===== src/common/lds_pkg.sv =====
/*
 * lds_pkg: shared types and constants of the loop-diagnostics exchange sequencer.
 * Assumes one symbol strobe per line-symbol period from the surrounding modem datapath.
 */
package lds_pkg;

	localparam int LDS_CNT_W = 9;
	localparam int LDS_SEQ_W = 8;
	localparam int LDS_OCT_W = 9;

	// symbol counts per state
	localparam int LDS_ACK_SYMS = 64;
	localparam int LDS_NACK_SYMS = 64;
	localparam int LDS_TREF2_SYMS = 256;
	localparam int LDS_SEGUE_SYMS = 64;
	localparam int LDS_TREF3_SYMS = 256;
	localparam int LDS_SYMS_PER_BIT = 8;
	localparam int LDS_DECIDE_MAX_SYMS = 128;
	localparam logic [LDS_CNT_W-1:0] LDS_ACK_LAST = LDS_CNT_W'(LDS_ACK_SYMS - 1);
	localparam logic [LDS_CNT_W-1:0] LDS_NACK_LAST = LDS_CNT_W'(LDS_NACK_SYMS - 1);
	localparam logic [LDS_CNT_W-1:0] LDS_TREF2_LAST = LDS_CNT_W'(LDS_TREF2_SYMS - 1);
	localparam logic [LDS_CNT_W-1:0] LDS_SEGUE_LAST = LDS_CNT_W'(LDS_SEGUE_SYMS - 1);
	localparam logic [LDS_CNT_W-1:0] LDS_TREF3_LAST = LDS_CNT_W'(LDS_TREF3_SYMS - 1);
	localparam logic [2:0] LDS_BIT_LAST = 3'(LDS_SYMS_PER_BIT - 1);

	// acknowledgement octet and remote message identities
	localparam logic [7:0] LDS_ACK_OCTET = 8'h55;
	localparam logic [LDS_SEQ_W-1:0] LDS_SEQ_NONE = 8'h00;
	localparam logic [LDS_SEQ_W-1:0] LDS_RSEQ1 = 8'h11;
	localparam logic [LDS_SEQ_W-1:0] LDS_RSEQ2 = 8'h22;
	localparam logic [LDS_SEQ_W-1:0] LDS_RSEQ3 = 8'h33;
	localparam logic [LDS_OCT_W-1:0] LDS_RMSG1_OCTETS = 9'h010;
	localparam logic [LDS_OCT_W-1:0] LDS_RMSG23_OCTETS = 9'h102;

	typedef enum logic [1:0] {
		LDS_SYM_QUIET = 2'h0,
		LDS_SYM_REF = 2'h1,
		LDS_SYM_SEGUE = 2'h2,
		LDS_SYM_REVERB = 2'h3
	} lds_sym_type;

	typedef enum logic [8:0] {
		LDS_ST_IDLE = 9'h001,
		LDS_ST_TREF1 = 9'h002,
		LDS_ST_ACK = 9'h004,
		LDS_ST_NACK = 9'h008,
		LDS_ST_TREF2 = 9'h010,
		LDS_ST_SEGUE = 9'h020,
		LDS_ST_MSG = 9'h040,
		LDS_ST_TREF3 = 9'h080,
		LDS_ST_DONE = 9'h100
	} lds_state_type;

	// end of one received remote message, as reported by the demodulator
	typedef struct packed {
		logic msg_end;
		logic crc_ok;
		logic [LDS_SEQ_W-1:0] seq;
		logic [LDS_OCT_W-1:0] octets;
	} lds_rx_type;

	// accepted remote message handed to the diagnostics store
	typedef struct packed {
		logic [LDS_SEQ_W-1:0] seq;
		logic [LDS_OCT_W-1:0] octets;
	} lds_rec_type;

	localparam int LDS_REC_W = $bits(lds_rec_type);

endpackage


===== src/rtl/lds_sym_cnt.sv =====
/*
 * lds_sym_cnt: symbol-period counter, cleared on request, advanced once per strobe.
 * Assumes clr and stb are synchronous to sys_clk_i and gated by the caller's enable.
 */
`timescale 1ns/1ps
module lds_sym_cnt #(
	parameter int WIDTH = 9
) (
	// clock and reset
	input wire logic sys_clk_i,
	input wire logic reset_i,
	input wire logic clk_en_i,
	// control
	input wire logic clr_i,
	input wire logic stb_i,
	// count
	output logic [WIDTH-1:0] cnt_o
);

	logic [WIDTH-1:0] cnt_r;
	logic [WIDTH-1:0] cnt_nxt;

	if (WIDTH < 1) begin : g_width_chk
		$error("lds_sym_cnt: WIDTH must be at least 1");
	end

	always_comb begin
		cnt_nxt = cnt_r;
		if (clr_i) begin
			cnt_nxt = '0;
		end else if (stb_i) begin
			cnt_nxt = cnt_r + WIDTH'(1);
		end
	end

	always_ff @(posedge sys_clk_i) begin
		if (reset_i) begin
			cnt_r <= '0;
		end else if (clk_en_i) begin
			cnt_r <= cnt_nxt;
		end
	end

	assign cnt_o = cnt_r;

endmodule


===== src/rtl/lds_buf2.sv =====
/*
 * lds_buf2: two-entry buffer with valid/ready on both sides.
 * Assumes the drain side may hold ready low indefinitely; in_ready_o falls only when full.
 */
`timescale 1ns/1ps
module lds_buf2 #(
	parameter int WIDTH = 17
) (
	// clock and reset
	input wire logic sys_clk_i,
	input wire logic reset_i,
	input wire logic clk_en_i,
	// fill side
	input wire logic in_valid_i,
	output logic in_ready_o,
	input wire logic [WIDTH-1:0] in_data_i,
	// drain side
	output logic out_valid_o,
	input wire logic out_ready_i,
	output logic [WIDTH-1:0] out_data_o
);

	logic [WIDTH-1:0] mem_r [2];
	logic [WIDTH-1:0] mem_nxt [2];
	logic rd_r, rd_nxt, wr_r, wr_nxt;
	logic [1:0] cnt_r, cnt_nxt;
	logic push, pop;

	if (WIDTH < 1) begin : g_width_chk
		$error("lds_buf2: WIDTH must be at least 1");
	end

	assign in_ready_o = (cnt_r != 2'h2);
	assign out_valid_o = (cnt_r != 2'h0);
	assign push = in_valid_i && in_ready_o;
	assign pop = out_valid_o && out_ready_i;

	always_comb begin
		mem_nxt = mem_r;
		rd_nxt = rd_r;
		wr_nxt = wr_r;
		cnt_nxt = cnt_r;
		if (push) begin
			mem_nxt[wr_r] = in_data_i;
			wr_nxt = ~wr_r;
		end
		if (pop) begin
			rd_nxt = ~rd_r;
		end
		if (push && !pop) begin
			cnt_nxt = cnt_r + 2'h1;
		end else if (pop && !push) begin
			cnt_nxt = cnt_r - 2'h1;
		end
	end

	always_ff @(posedge sys_clk_i) begin
		if (reset_i) begin
			mem_r[0] <= '0;
			mem_r[1] <= '0;
			rd_r <= 1'b0;
			wr_r <= 1'b0;
			cnt_r <= 2'h0;
		end else if (clk_en_i) begin
			mem_r <= mem_nxt;
			rd_r <= rd_nxt;
			wr_r <= wr_nxt;
			cnt_r <= cnt_nxt;
		end
	end

	assign out_data_o = mem_r[rd_r];

endmodule


===== src/rtl/lds_seq.sv =====
/*
 * lds_seq: central-office exchange-phase sequencer for loop diagnostics.
 * Assumes sym_stb_i pulses once per symbol period, the receiver reports each
 * remote message end with CRC verdict, sequence octet and octet count, and the
 * message source presents the next bit (CRC included) on tx_bit_i before each take.
 */
`timescale 1ns/1ps
module lds_seq
	import lds_pkg::*;
#(
	parameter int RESEND_W = 4
) (
	// clock, reset, enable
	input wire logic sys_clk_i,
	input wire logic reset_i,
	input wire logic clk_en_i,
	// sequencing control
	input wire logic sym_stb_i,
	input wire logic exch_start_i,
	input wire logic [RESEND_W-1:0] resend_limit_i,
	// receiver status
	input wire lds_rx_type rx_i,
	input wire logic rx_quiet_i,
	input wire logic rx_ack_ok_i,
	// local message source
	input wire logic tx_bit_i,
	input wire logic tx_last_i,
	input wire logic tx_more_i,
	output logic tx_take_o,
	output logic tx_next_o,
	output logic tx_rewind_o,
	// line symbol out
	output lds_sym_type tx_sym_o,
	// accepted remote messages
	output logic rec_valid_o,
	input wire logic rec_ready_i,
	output lds_rec_type rec_o,
	// link status
	output logic init_reset_o,
	output logic limit_evt_o,
	output logic link_l3_o
);

	if (RESEND_W < 1 || RESEND_W > 16) begin : g_resend_chk
		$error("lds_seq: RESEND_W out of range");
	end

	lds_state_type state_r, state_nxt;
	lds_sym_type sym_r, sym_nxt;
	logic [LDS_CNT_W-1:0] cnt;
	logic cnt_clr;
	logic [LDS_SEQ_W-1:0] last_seq_r, last_seq_nxt;
	logic [RESEND_W-1:0] resend_r, resend_nxt;
	logic cur_bit_r, cur_bit_nxt, cur_last_r, cur_last_nxt;
	logic ack_seen_r, ack_seen_nxt;
	logic next_r, next_nxt, rewind_r, rewind_nxt;
	logic init_r, init_nxt, limit_r, limit_nxt, l3_r, l3_nxt;
	logic len_ok, is_dup, rec_push, rec_ready, take;
	lds_rec_type rec_in;

	// state timing
	lds_sym_cnt #(.WIDTH(LDS_CNT_W)) u_cnt (
		.sys_clk_i(sys_clk_i),
		.reset_i(reset_i),
		.clk_en_i(clk_en_i),
		.clr_i(cnt_clr),
		.stb_i(sym_stb_i),
		.cnt_o(cnt)
	);

	// a full buffer forces a negative acknowledge of a non-duplicate message, so the remote resends later
	lds_buf2 #(.WIDTH(LDS_REC_W)) u_buf (
		.sys_clk_i(sys_clk_i),
		.reset_i(reset_i),
		.clk_en_i(clk_en_i),
		.in_valid_i(rec_push),
		.in_ready_o(rec_ready),
		.in_data_i(rec_in),
		.out_valid_o(rec_valid_o),
		.out_ready_i(rec_ready_i),
		.out_data_o(rec_o)
	);

	// message length check for the layouts this side knows; others pass
	always_comb begin
		if (rx_i.seq == LDS_RSEQ1) begin
			len_ok = (rx_i.octets == LDS_RMSG1_OCTETS);
		end else if (rx_i.seq == LDS_RSEQ2 || rx_i.seq == LDS_RSEQ3) begin
			len_ok = (rx_i.octets == LDS_RMSG23_OCTETS);
		end else begin
			len_ok = 1'b1;
		end
	end

	assign is_dup = (rx_i.seq == last_seq_r);
	assign rec_in = '{seq: rx_i.seq, octets: rx_i.octets};
	assign rec_push = clk_en_i && state_r == LDS_ST_TREF1 && rx_i.msg_end && rx_i.crc_ok
		&& len_ok && !is_dup;
	assign take = (state_r == LDS_ST_SEGUE && sym_stb_i && cnt == LDS_SEGUE_LAST)
		|| (state_r == LDS_ST_MSG && sym_stb_i && cnt[2:0] == LDS_BIT_LAST && !cur_last_r);
	assign tx_take_o = clk_en_i && take;

	always_comb begin
		state_nxt = state_r;
		cnt_clr = 1'b0;
		last_seq_nxt = last_seq_r;
		resend_nxt = resend_r;
		cur_bit_nxt = cur_bit_r;
		cur_last_nxt = cur_last_r;
		ack_seen_nxt = ack_seen_r;
		next_nxt = 1'b0;
		rewind_nxt = 1'b0;
		init_nxt = 1'b0;
		limit_nxt = limit_r;
		l3_nxt = l3_r;
		if (take) begin
			cur_bit_nxt = tx_bit_i;
			cur_last_nxt = tx_last_i;
		end
		case (state_r)
			LDS_ST_IDLE: begin
				if (exch_start_i) begin
					state_nxt = LDS_ST_TREF1;
					cnt_clr = 1'b1;
					last_seq_nxt = LDS_SEQ_NONE;
					resend_nxt = '0;
					limit_nxt = 1'b0;
				end
			end
			LDS_ST_TREF1: begin
				if (rx_i.msg_end) begin
					cnt_clr = 1'b1;
					if (rx_i.crc_ok && len_ok && (is_dup || rec_ready)) begin
						state_nxt = LDS_ST_ACK;
						last_seq_nxt = rx_i.seq;
					end else begin
						state_nxt = LDS_ST_NACK;
					end
				end
			end
			LDS_ST_ACK: begin
				if (sym_stb_i && cnt == LDS_ACK_LAST) begin
					state_nxt = LDS_ST_TREF2;
					cnt_clr = 1'b1;
				end
			end
			LDS_ST_NACK: begin
				if (sym_stb_i && cnt == LDS_NACK_LAST) begin
					state_nxt = LDS_ST_TREF2;
					cnt_clr = 1'b1;
				end
			end
			LDS_ST_TREF2: begin
				if (sym_stb_i && cnt == LDS_TREF2_LAST) begin
					cnt_clr = 1'b1;
					// remote decides during this state which way it goes
					state_nxt = rx_quiet_i ? LDS_ST_SEGUE : LDS_ST_TREF1;
				end
			end
			LDS_ST_SEGUE: begin
				if (sym_stb_i && cnt == LDS_SEGUE_LAST) begin
					state_nxt = LDS_ST_MSG;
					cnt_clr = 1'b1;
				end
			end
			LDS_ST_MSG: begin
				if (sym_stb_i && cnt[2:0] == LDS_BIT_LAST) begin
					cnt_clr = 1'b1;
					if (cur_last_r) begin
						state_nxt = LDS_ST_TREF3;
						ack_seen_nxt = 1'b0;
					end
				end
			end
			LDS_ST_TREF3: begin
				if (rx_ack_ok_i) begin
					ack_seen_nxt = 1'b1;
				end
				if (sym_stb_i && cnt == LDS_TREF3_LAST) begin
					cnt_clr = 1'b1;
					if ((ack_seen_r || rx_ack_ok_i) && !tx_more_i) begin
						state_nxt = LDS_ST_DONE;
						l3_nxt = 1'b1;
					end else if (ack_seen_r || rx_ack_ok_i) begin
						state_nxt = LDS_ST_SEGUE;
						next_nxt = 1'b1;
						resend_nxt = '0;
					end else if (resend_r + RESEND_W'(1) >= resend_limit_i) begin
						state_nxt = LDS_ST_IDLE;
						init_nxt = 1'b1;
						limit_nxt = 1'b1;
					end else begin
						state_nxt = LDS_ST_SEGUE;
						rewind_nxt = 1'b1;
						resend_nxt = resend_r + RESEND_W'(1);
					end
				end
			end
			LDS_ST_DONE: begin
				state_nxt = LDS_ST_DONE;
			end
			default: begin
				state_nxt = LDS_ST_IDLE;
				cnt_clr = 1'b1;
			end
		endcase
	end

	// line symbol follows the state one cycle later
	always_comb begin
		case (state_r)
			LDS_ST_TREF1, LDS_ST_NACK, LDS_ST_TREF2, LDS_ST_TREF3: begin
				sym_nxt = LDS_SYM_REF;
			end
			LDS_ST_ACK: begin
				// acknowledge octet bits leave least significant first
				sym_nxt = LDS_ACK_OCTET[cnt[5:3]] ? LDS_SYM_SEGUE : LDS_SYM_REVERB;
			end
			LDS_ST_SEGUE: begin
				sym_nxt = LDS_SYM_SEGUE;
			end
			LDS_ST_MSG: begin
				sym_nxt = cur_bit_r ? LDS_SYM_SEGUE : LDS_SYM_REVERB;
			end
			default: begin
				sym_nxt = LDS_SYM_QUIET;
			end
		endcase
	end

	always_ff @(posedge sys_clk_i) begin
		if (reset_i) begin
			state_r <= LDS_ST_IDLE;
			sym_r <= LDS_SYM_QUIET;
			last_seq_r <= LDS_SEQ_NONE;
			resend_r <= '0;
			cur_bit_r <= 1'b0;
			cur_last_r <= 1'b0;
			ack_seen_r <= 1'b0;
			next_r <= 1'b0;
			rewind_r <= 1'b0;
			init_r <= 1'b0;
			limit_r <= 1'b0;
			l3_r <= 1'b0;
		end else if (clk_en_i) begin
			state_r <= state_nxt;
			sym_r <= sym_nxt;
			last_seq_r <= last_seq_nxt;
			resend_r <= resend_nxt;
			cur_bit_r <= cur_bit_nxt;
			cur_last_r <= cur_last_nxt;
			ack_seen_r <= ack_seen_nxt;
			next_r <= next_nxt;
			rewind_r <= rewind_nxt;
			init_r <= init_nxt;
			limit_r <= limit_nxt;
			l3_r <= l3_nxt;
		end
	end

	assign tx_sym_o = sym_r;
	assign tx_next_o = next_r;
	assign tx_rewind_o = rewind_r;
	assign init_reset_o = init_r;
	assign limit_evt_o = limit_r;
	assign link_l3_o = l3_r;
endmodule


===== config.mk =====
export PLATFORM = sky130hd
export DESIGN_NAME = lds_seq
export DESIGN_NICKNAME = d
export VERILOG_FILES = /design/src/common/lds_pkg.sv /design/src/rtl/lds_sym_cnt.sv /design/src/rtl/lds_buf2.sv /design/src/rtl/lds_seq.sv
export SDC_FILE = /design/constraint.sdc
export NUM_CORES = 1
export LEC_CHECK = 0
export BUFFER_PORTS_ARGS = -buffer_cell sky130_fd_sc_hd__buf_4
export CORE_MARGIN = 2
export CORE_UTILIZATION = 50
export DETAILED_ROUTE_END_ITERATION = 12
export GPL_TIMING_DRIVEN = 0
export PLACE_DENSITY = 0.75
export SLEW_MARGIN = 25
export SYNTH_ARGS = -nofsm -noshare
export SYNTH_HDL_FRONTEND = slang
export SYNTH_SLANG_ARGS = --single-unit

===== constraint.sdc =====
create_clock -name sys_clk_i -period 2.4 [get_ports sys_clk_i]
set_input_delay 0.36 -clock sys_clk_i [delete_from_list [all_inputs] [get_ports sys_clk_i]]
set_output_delay 0.36 -clock sys_clk_i [all_outputs]
set_load 0.01 [all_outputs]

**Yosys cells after proc, flatten, opt, wreduce, memory -nomap -nowiden**

Memory sizes are Yosys's and may differ from the RTL's. A register that Yosys moved wholly into a read port is not among the register bits.
Cells that the tools add are included.
W data, S select, Z words.

- Add/subtract/negate cells: 4
- Order comparisons: 5
- Equal/unequal tests: 33
- Multiplexer cells: 72
- Bitwise logic cells: 4
- Reductions and logical operators: 52

Operators by type and width:

| kind | number |
|---|---|
| $mux W9 | 11 |
| $pmux W9 S8 | 1 |
| $mux W17 | 4 |
| $bwmux W34 | 1 |
| $mux W1 | 32 |
| $mux W4 | 6 |
| $mux W8 | 3 |
| $logic_and A1 B1 Y1 | 22 |
| $ne A2 B2 Y1 const B | 10 |
| $eq A9 B5 Y1 const B | 2 |
| $eq A9 B6 Y1 const B | 2 |
| $eq A9 B8 Y1 const B | 2 |
| $eq A9 B9 Y1 const B | 2 |
| $mux W6 | 3 |
| $demux W17 S1 | 1 |
| $eq A8 B6 Y1 const B | 2 |
| $pmux W8 S2 | 1 |
| $reduce_bool A2 Y1 | 6 |
| $reduce_and A2 Y1 | 5 |
| $reduce_and A5 Y1 | 2 |
| $add A9 B1 Y9 const B | 1 |
| $eq A9 B1 Y1 const B | 1 |
| $eq A9 B2 Y1 const B | 1 |
| $eq A9 B3 Y1 const B | 1 |
| other kinds (31) | 48 |

- Register bits: 78
- Bits in read-only memories: 8
- Input port bits: 34
- Output and inout port bits: 26
- Word-level logic and storage cells: 189
- Memories kept: 1

Memories:

| memory | words | width | rd ports | clocked after Yosys merged registers in | write ports | line | RTL |
|---|---|---|---|---|---|---|---|
| (name not given) | 8 | 1 | 1 | 1 | 0 | lds_seq.sv:217 | `sym_nxt = LDS_ACK_OCTET[cnt[5:3]] ? LDS_SYM_SEGUE : LDS_SYM_REVERB;` |

**Longest topological paths before layout**

- Depth after elaboration: 11
- Depth in mapped cells: 10
- Gate-level depth less buffers: 10

**By module**

Synthesis repeated with hierarchy kept, for this count alone.

- Cell total of the unflattened synthesis: 485
- Area total of the unflattened synthesis: 4421.7 um^2

Modules (own cells, without submodules):

| module | times used | cells an instance | area an instance (um^2) | seq. area each (um^2) |
|---|---|---|---|---|
| lds_seq | 1 | 259 | 2157.1 | 620.6 |
| lds_buf2 | 1 | 176 | 1824.2 | 760.7 |
| lds_sym_cnt | 1 | 50 | 440.4 | 180.2 |

**Worst setup path before layout**

Ideal clock, no wire load.

- Path type: in2reg
- From: input rx_i[10] (netlist bit)
- To: register u_buf.mem_r[10] (netlist bit)
- Setup time: 128 ps
- Arrival time: 1873 ps
- Data required time: 2272 ps
- Path slack: 400 ps
- Stages: 9
- Path buffers: 3
- Cells stage by stage: buf_2 > nor4b_1 > o211ai_1 > nand3_1 > nor4bb_1 > buf_4 > buf_6 > mux2i_1 > nor2_1

- Cells in the longest elaborated chain, start to end: 8
- Elaborated cells between the ends (all ways): 13
- Classes of those cells: 4 x eq/ne; 3 x mux; 6 x reduce/logical

Ends and longest elaborated chain:

| item | line | RTL |
|---|---|---|
| start, declared | lds_seq.sv:22 | `input wire lds_rx_type rx_i,` |
| $eq A8 B6 Y1 | lds_seq.sv:88 | `end else if (rx_i.seq == LDS_RSEQ2 \|\| rx_i.seq == LDS_RSEQ3) begin` |
| $logic_or A1 B1 Y1 | lds_seq.sv:88 |  |
| $mux W1 | lds_seq.sv:88 |  |
| $mux W1 | lds_seq.sv:86 | `if (rx_i.seq == LDS_RSEQ1) begin` |
| $logic_and A1 B1 Y1 (2 in a row) | lds_seq.sv:98 | `&& len_ok && !is_dup;` |
| $logic_and A1 B1 Y1 | lds_buf2.sv:35 | `assign push = in_valid_i && in_ready_o;` |
| $reduce_and A2 Y1 (no source line) | n/a |  |
| end signal, assigned | lds_buf2.sv:65 | `mem_r <= mem_nxt;` |
| end, declared | lds_buf2.sv:23 | `logic [WIDTH-1:0] mem_r [2];` |

Several ways; a longest one is shown, not always the timed one.
A chain may end at the register's enable or synchronous reset.

**Final worst setup path**

- From: register state_r[1]
- To: output tx_take_o

- Cells in the longest elaborated chain, start to end: 6
- Elaborated cells between the ends (all ways): 9
- Classes of those cells: 2 x eq/ne; 7 x reduce/logical

Ends and longest elaborated chain:

| item | line | RTL |
|---|---|---|
| start, declared | lds_seq.sv:48 | `lds_state_type state_r, state_nxt;` |
| start signal, assigned | lds_seq.sv:246 | `state_r <= state_nxt;` |
| $eq A9 B7 Y1 | lds_seq.sv:100 | `\|\| (state_r == LDS_ST_MSG && sym_stb_i && cnt[2:0] == LDS_BIT_LAST && !cur_last_r);` |
| $logic_and A1 B1 Y1 (3 in a row) | lds_seq.sv:100 |  |
| $logic_or A1 B1 Y1 (*) | lds_seq.sv:100 |  |
| $logic_and A1 B1 Y1 (*) | lds_seq.sv:101 | `assign tx_take_o = clk_en_i && take;` |
| end, declared | lds_seq.sv:29 | `output logic tx_take_o,` |

Every way passes the cells marked *; elsewhere a longest branch is shown, timed or not.

==> flow_metrics.tcl <==
set metrics [dict create \
    diodes 0 \
    critPathKind "reg -> out" \
    rr_worst_depth 10 \
    postSynth.asyncResetShare 0 \
    clock-sinks 79 \
    synth_top_area_share 0.364 \
    synth.avg_cell_area_um2 9.27 \
    slew_headroom 0.601 \
    setup_violations 0 \
    ys_types 71 \
    die_h_um 97.2 \
    startpoint_type "flip-flop" \
    syn_to_final_growth_pct 18.5 \
    layout.nets 580 \
    cts_buffer_depth 2 \
    tightest_slew_ns 0.599 \
    endpoint_kind "output pin" \
    fill_cells 779 \
    synthesis.nets 512 \
    slew_viol_final 0 \
    tritoncts.num_buffers 9 \
    antenna_found_initial 0 \
    worstReg2RegStart "u_cnt.cnt_o[0]" \
    postCtsSetupRepairBufs 0 \
    grt.overflow.total 0 \
    io_pins 60 \
    initial_core_util 0.506 \
    wl_per_cell_um 16.2 \
    power.leakage_nw 2.07 \
    drtAntennaViolNets 0 \
    seq_power_share 0.489 \
    seq_area_um2 1580 \
    peakVddDrop_mv 0.264 \
    grt_start_max_net_pins 17 \
    h-tree-depth 3 \
    status "complete, no violations" \
    worstHoldEndpoint "cur_bit_r" \
    placed_area_um2 4920 \
    row_count 34 \
    p_switching_w 0.000799 \
    cp.arrival_ns 1.98 \
    synth-edff-count 0 \
    rrSetupSlack_ns 0.14 \
    internal_power_w 0.00192 \
    cp_max_fo 10 \
    p_per_area_nw_per_um2 528 \
    postCtsHoldBufs 0 \
    synth_area_leaders "dfxtp_1 36%, mux2i_1 11%, nor2_1 5.1%, mux2_2 4.7%, ha_1 2.6%" \
    clock_latency_ns 0.38 \
    rsz0062_at_grt "true" \
    period_share 0.974 \
    drt_wl_total_mm 10.5 \
    required_ns 2.04 \
    ys.flop_type "dfxtp_1" \
    final_cell_area_um2 5150 \
    synthesis.area_um2 4350 \
    min_path_type "in -> reg" \
    viasPerCell 5.75 \
    synthCells 469 \
    clkSlewWorstSetupHoldPaths_ns 0.09 \
    track_usage 0.226 \
    reg2reg_to "u_cnt.cnt_o[0]" \
    grt_pass1_vias 3599 \
    io_buffers 58 \
    hold_depth 3 \
    yosys.area.top_type "dfxtp_1" \
    max_cap_violations 0 \
    drc_errors 0 \
    grt_pass1_wl_mm 17.6 \
    drt_iter0_markers 185 \
    multi_input_area_um2 2600 \
    root_buffer "clkbuf_8" \
    ys_ff_latch 79 \
    finalCriticalPeriod_ns 2.34 \
    die_w_um 97.2 \
    routabilityCongestion 0.899 \
    final_common_cell "dfxtp_1" \
    core_um2 8590 \
    die-area_um2 9460 \
    p_sw_frac 0.294 \
    yosysWarningCount 0 \
    cts_tree "yes" \
    most-common-layout-cells "78 x dfxtp_1, 63 x buf_4, 57 x nor2_1" \
    first_pass_iters 5 \
    max_freq_mhz 428 \
    route.vias.total 3736 \
    p_comb_frac 0.137 \
    finalNonFillerCells 650 \
    synth-seq-area-share 0.364 \
    clkPwrFrac 0.374 \
    hp-start "tx_bit_i" \
    dp.cells 635 \
    skew_ns 0.0173 \
    hold_violations 0 \
    drive_above_1_share 0.253 \
    dp.final_hpwl_mm 7.73 \
]
## synth_stat cells, types with 7 or more instances
| library cell | n |
|---|---|
| mux2_2 | 18 |
| buf_2 | 7 |
| nor2_1 | 59 |
| xnor2_1 | 12 |
| mux2i_1 | 47 |
| inv_1 | 13 |
| nand2_1 | 19 |
| a21o_1 | 7 |
| a21oi_1 | 12 |
| nor3_1 | 11 |
| nand3_1 | 15 |
| nand2b_1 | 15 |
| clkbuf_1 | 12 |
| o21ai_0 | 12 |
| dfxtp_1 | 79 |
| nand3b_1 | 11 |
| nand4_1 | 9 |
| ha_1 | 9 |
## critical path, stage by stage, from the launching register on
cell and delay [ns]:
dfxtp_1 0.33, buf_6 0.14, nor4_4 0.40, nand3_2 0.18, nor3_1 0.25, o21ai_2 0.11, inv_1 0.09, buf_4 0.12
## registers in the layout, summed over array words and instances (netlist names), 2 cells and up, named ones only
signal / count
last_seq_r: 8
resend_r: 4
state_r: 9
tx_sym_o: 2
u_buf.cnt_r: 2
u_buf.mem_r: 34
u_cnt.cnt_o: 9
## logic make-up (layout without fill, tap and decap cells)
| kind of cell | count (synthesis) | in the layout | share of synthesized area |
|---|---|---|---|
| buf+inv | 41 | 114 | 0.0472 |
| simple gates | 181 | 181 | 0.230 |
| flops | 79 | 79 | 0.364 |
| fa+ha+maj | 9 | 9 | 0.0259 |
| xor+xnor | 18 | 18 | 0.0363 |
| mux | 66 | 66 | 0.158 |
| compound gates | 75 | 75 | 0.139 |
## final cells by class
| cell class | count | area share |
|---|---|---|
| multi-input cells | 349 | 0.504 |
| flip-flops and latches | 79 | 0.307 |
| repair buffers | 58 | 0.0846 |
| plain buffers | 27 | 0.0299 |
| clock buffers | 10 | 0.0267 |
| well taps | 108 | 0.0262 |
| clock inverters | 6 | 0.0112 |
| inverters | 13 | 0.00948 |
## worst max path at each step
stage                from              end  depth (start not counted)
2_1_floorplan    rx_i[10]  u_buf.mem_r[10]                          9
3_3_place_gp      rx_i[0]   u_buf.mem_r[8]                          9
3_5_place_dp      rx_i[0]  u_buf.mem_r[12]                          9
4_1_cts        state_r[7]        tx_take_o                          7
5_1_grt        state_r[1]        tx_take_o                          7
6_report       state_r[1]        tx_take_o                          7
## timing repair
action	in CTS	in global routing
pin swaps	1	0
setup endpoints to repair	10	14
gates resized for setup	5	8
## routing by layer
layer | global-route usage | wire length (um)
met5 | 0 | 0
met4 | 0.0726 | 151
met3 | 0.0475 | 609
met1 | 0.313 | 4930
met2 | 0.355 | 4830
## per-stage QoR
step	utilization	total power (W)	setup slack (ns)	TNS [ns]	hold slack, ns
6_report	0.599	0.00272	0.0626	0	0.225
5_1_grt	0.599	0.00281	-0.0713	-0.0713	0.253
4_1_cts	0.596	0.00272	0.00456	0	0.228
3_5_place_dp	0.572	0.00172	0.0293	0	0.476
3_3_place_gp	0.572	0.00172	0.0515	0	0.461
2_1_floorplan	-	0.00160	0.400	0	0.450
## power groups by stage
stage / clock network, W / registers [W] / logic, W
detailed placement: 0 / 0.00136 / 0.000366
global placement: 0 / 0.00136 / 0.000362
global route: 0.00108 / 0.00133 / 0.000405
finish: 0.00102 / 0.00133 / 0.000373
floorplan: 0 / 0.00136 / 0.000238
CTS: 0.00103 / 0.00133 / 0.000369
No activity file was read; power rests on OpenSTA's default activity.
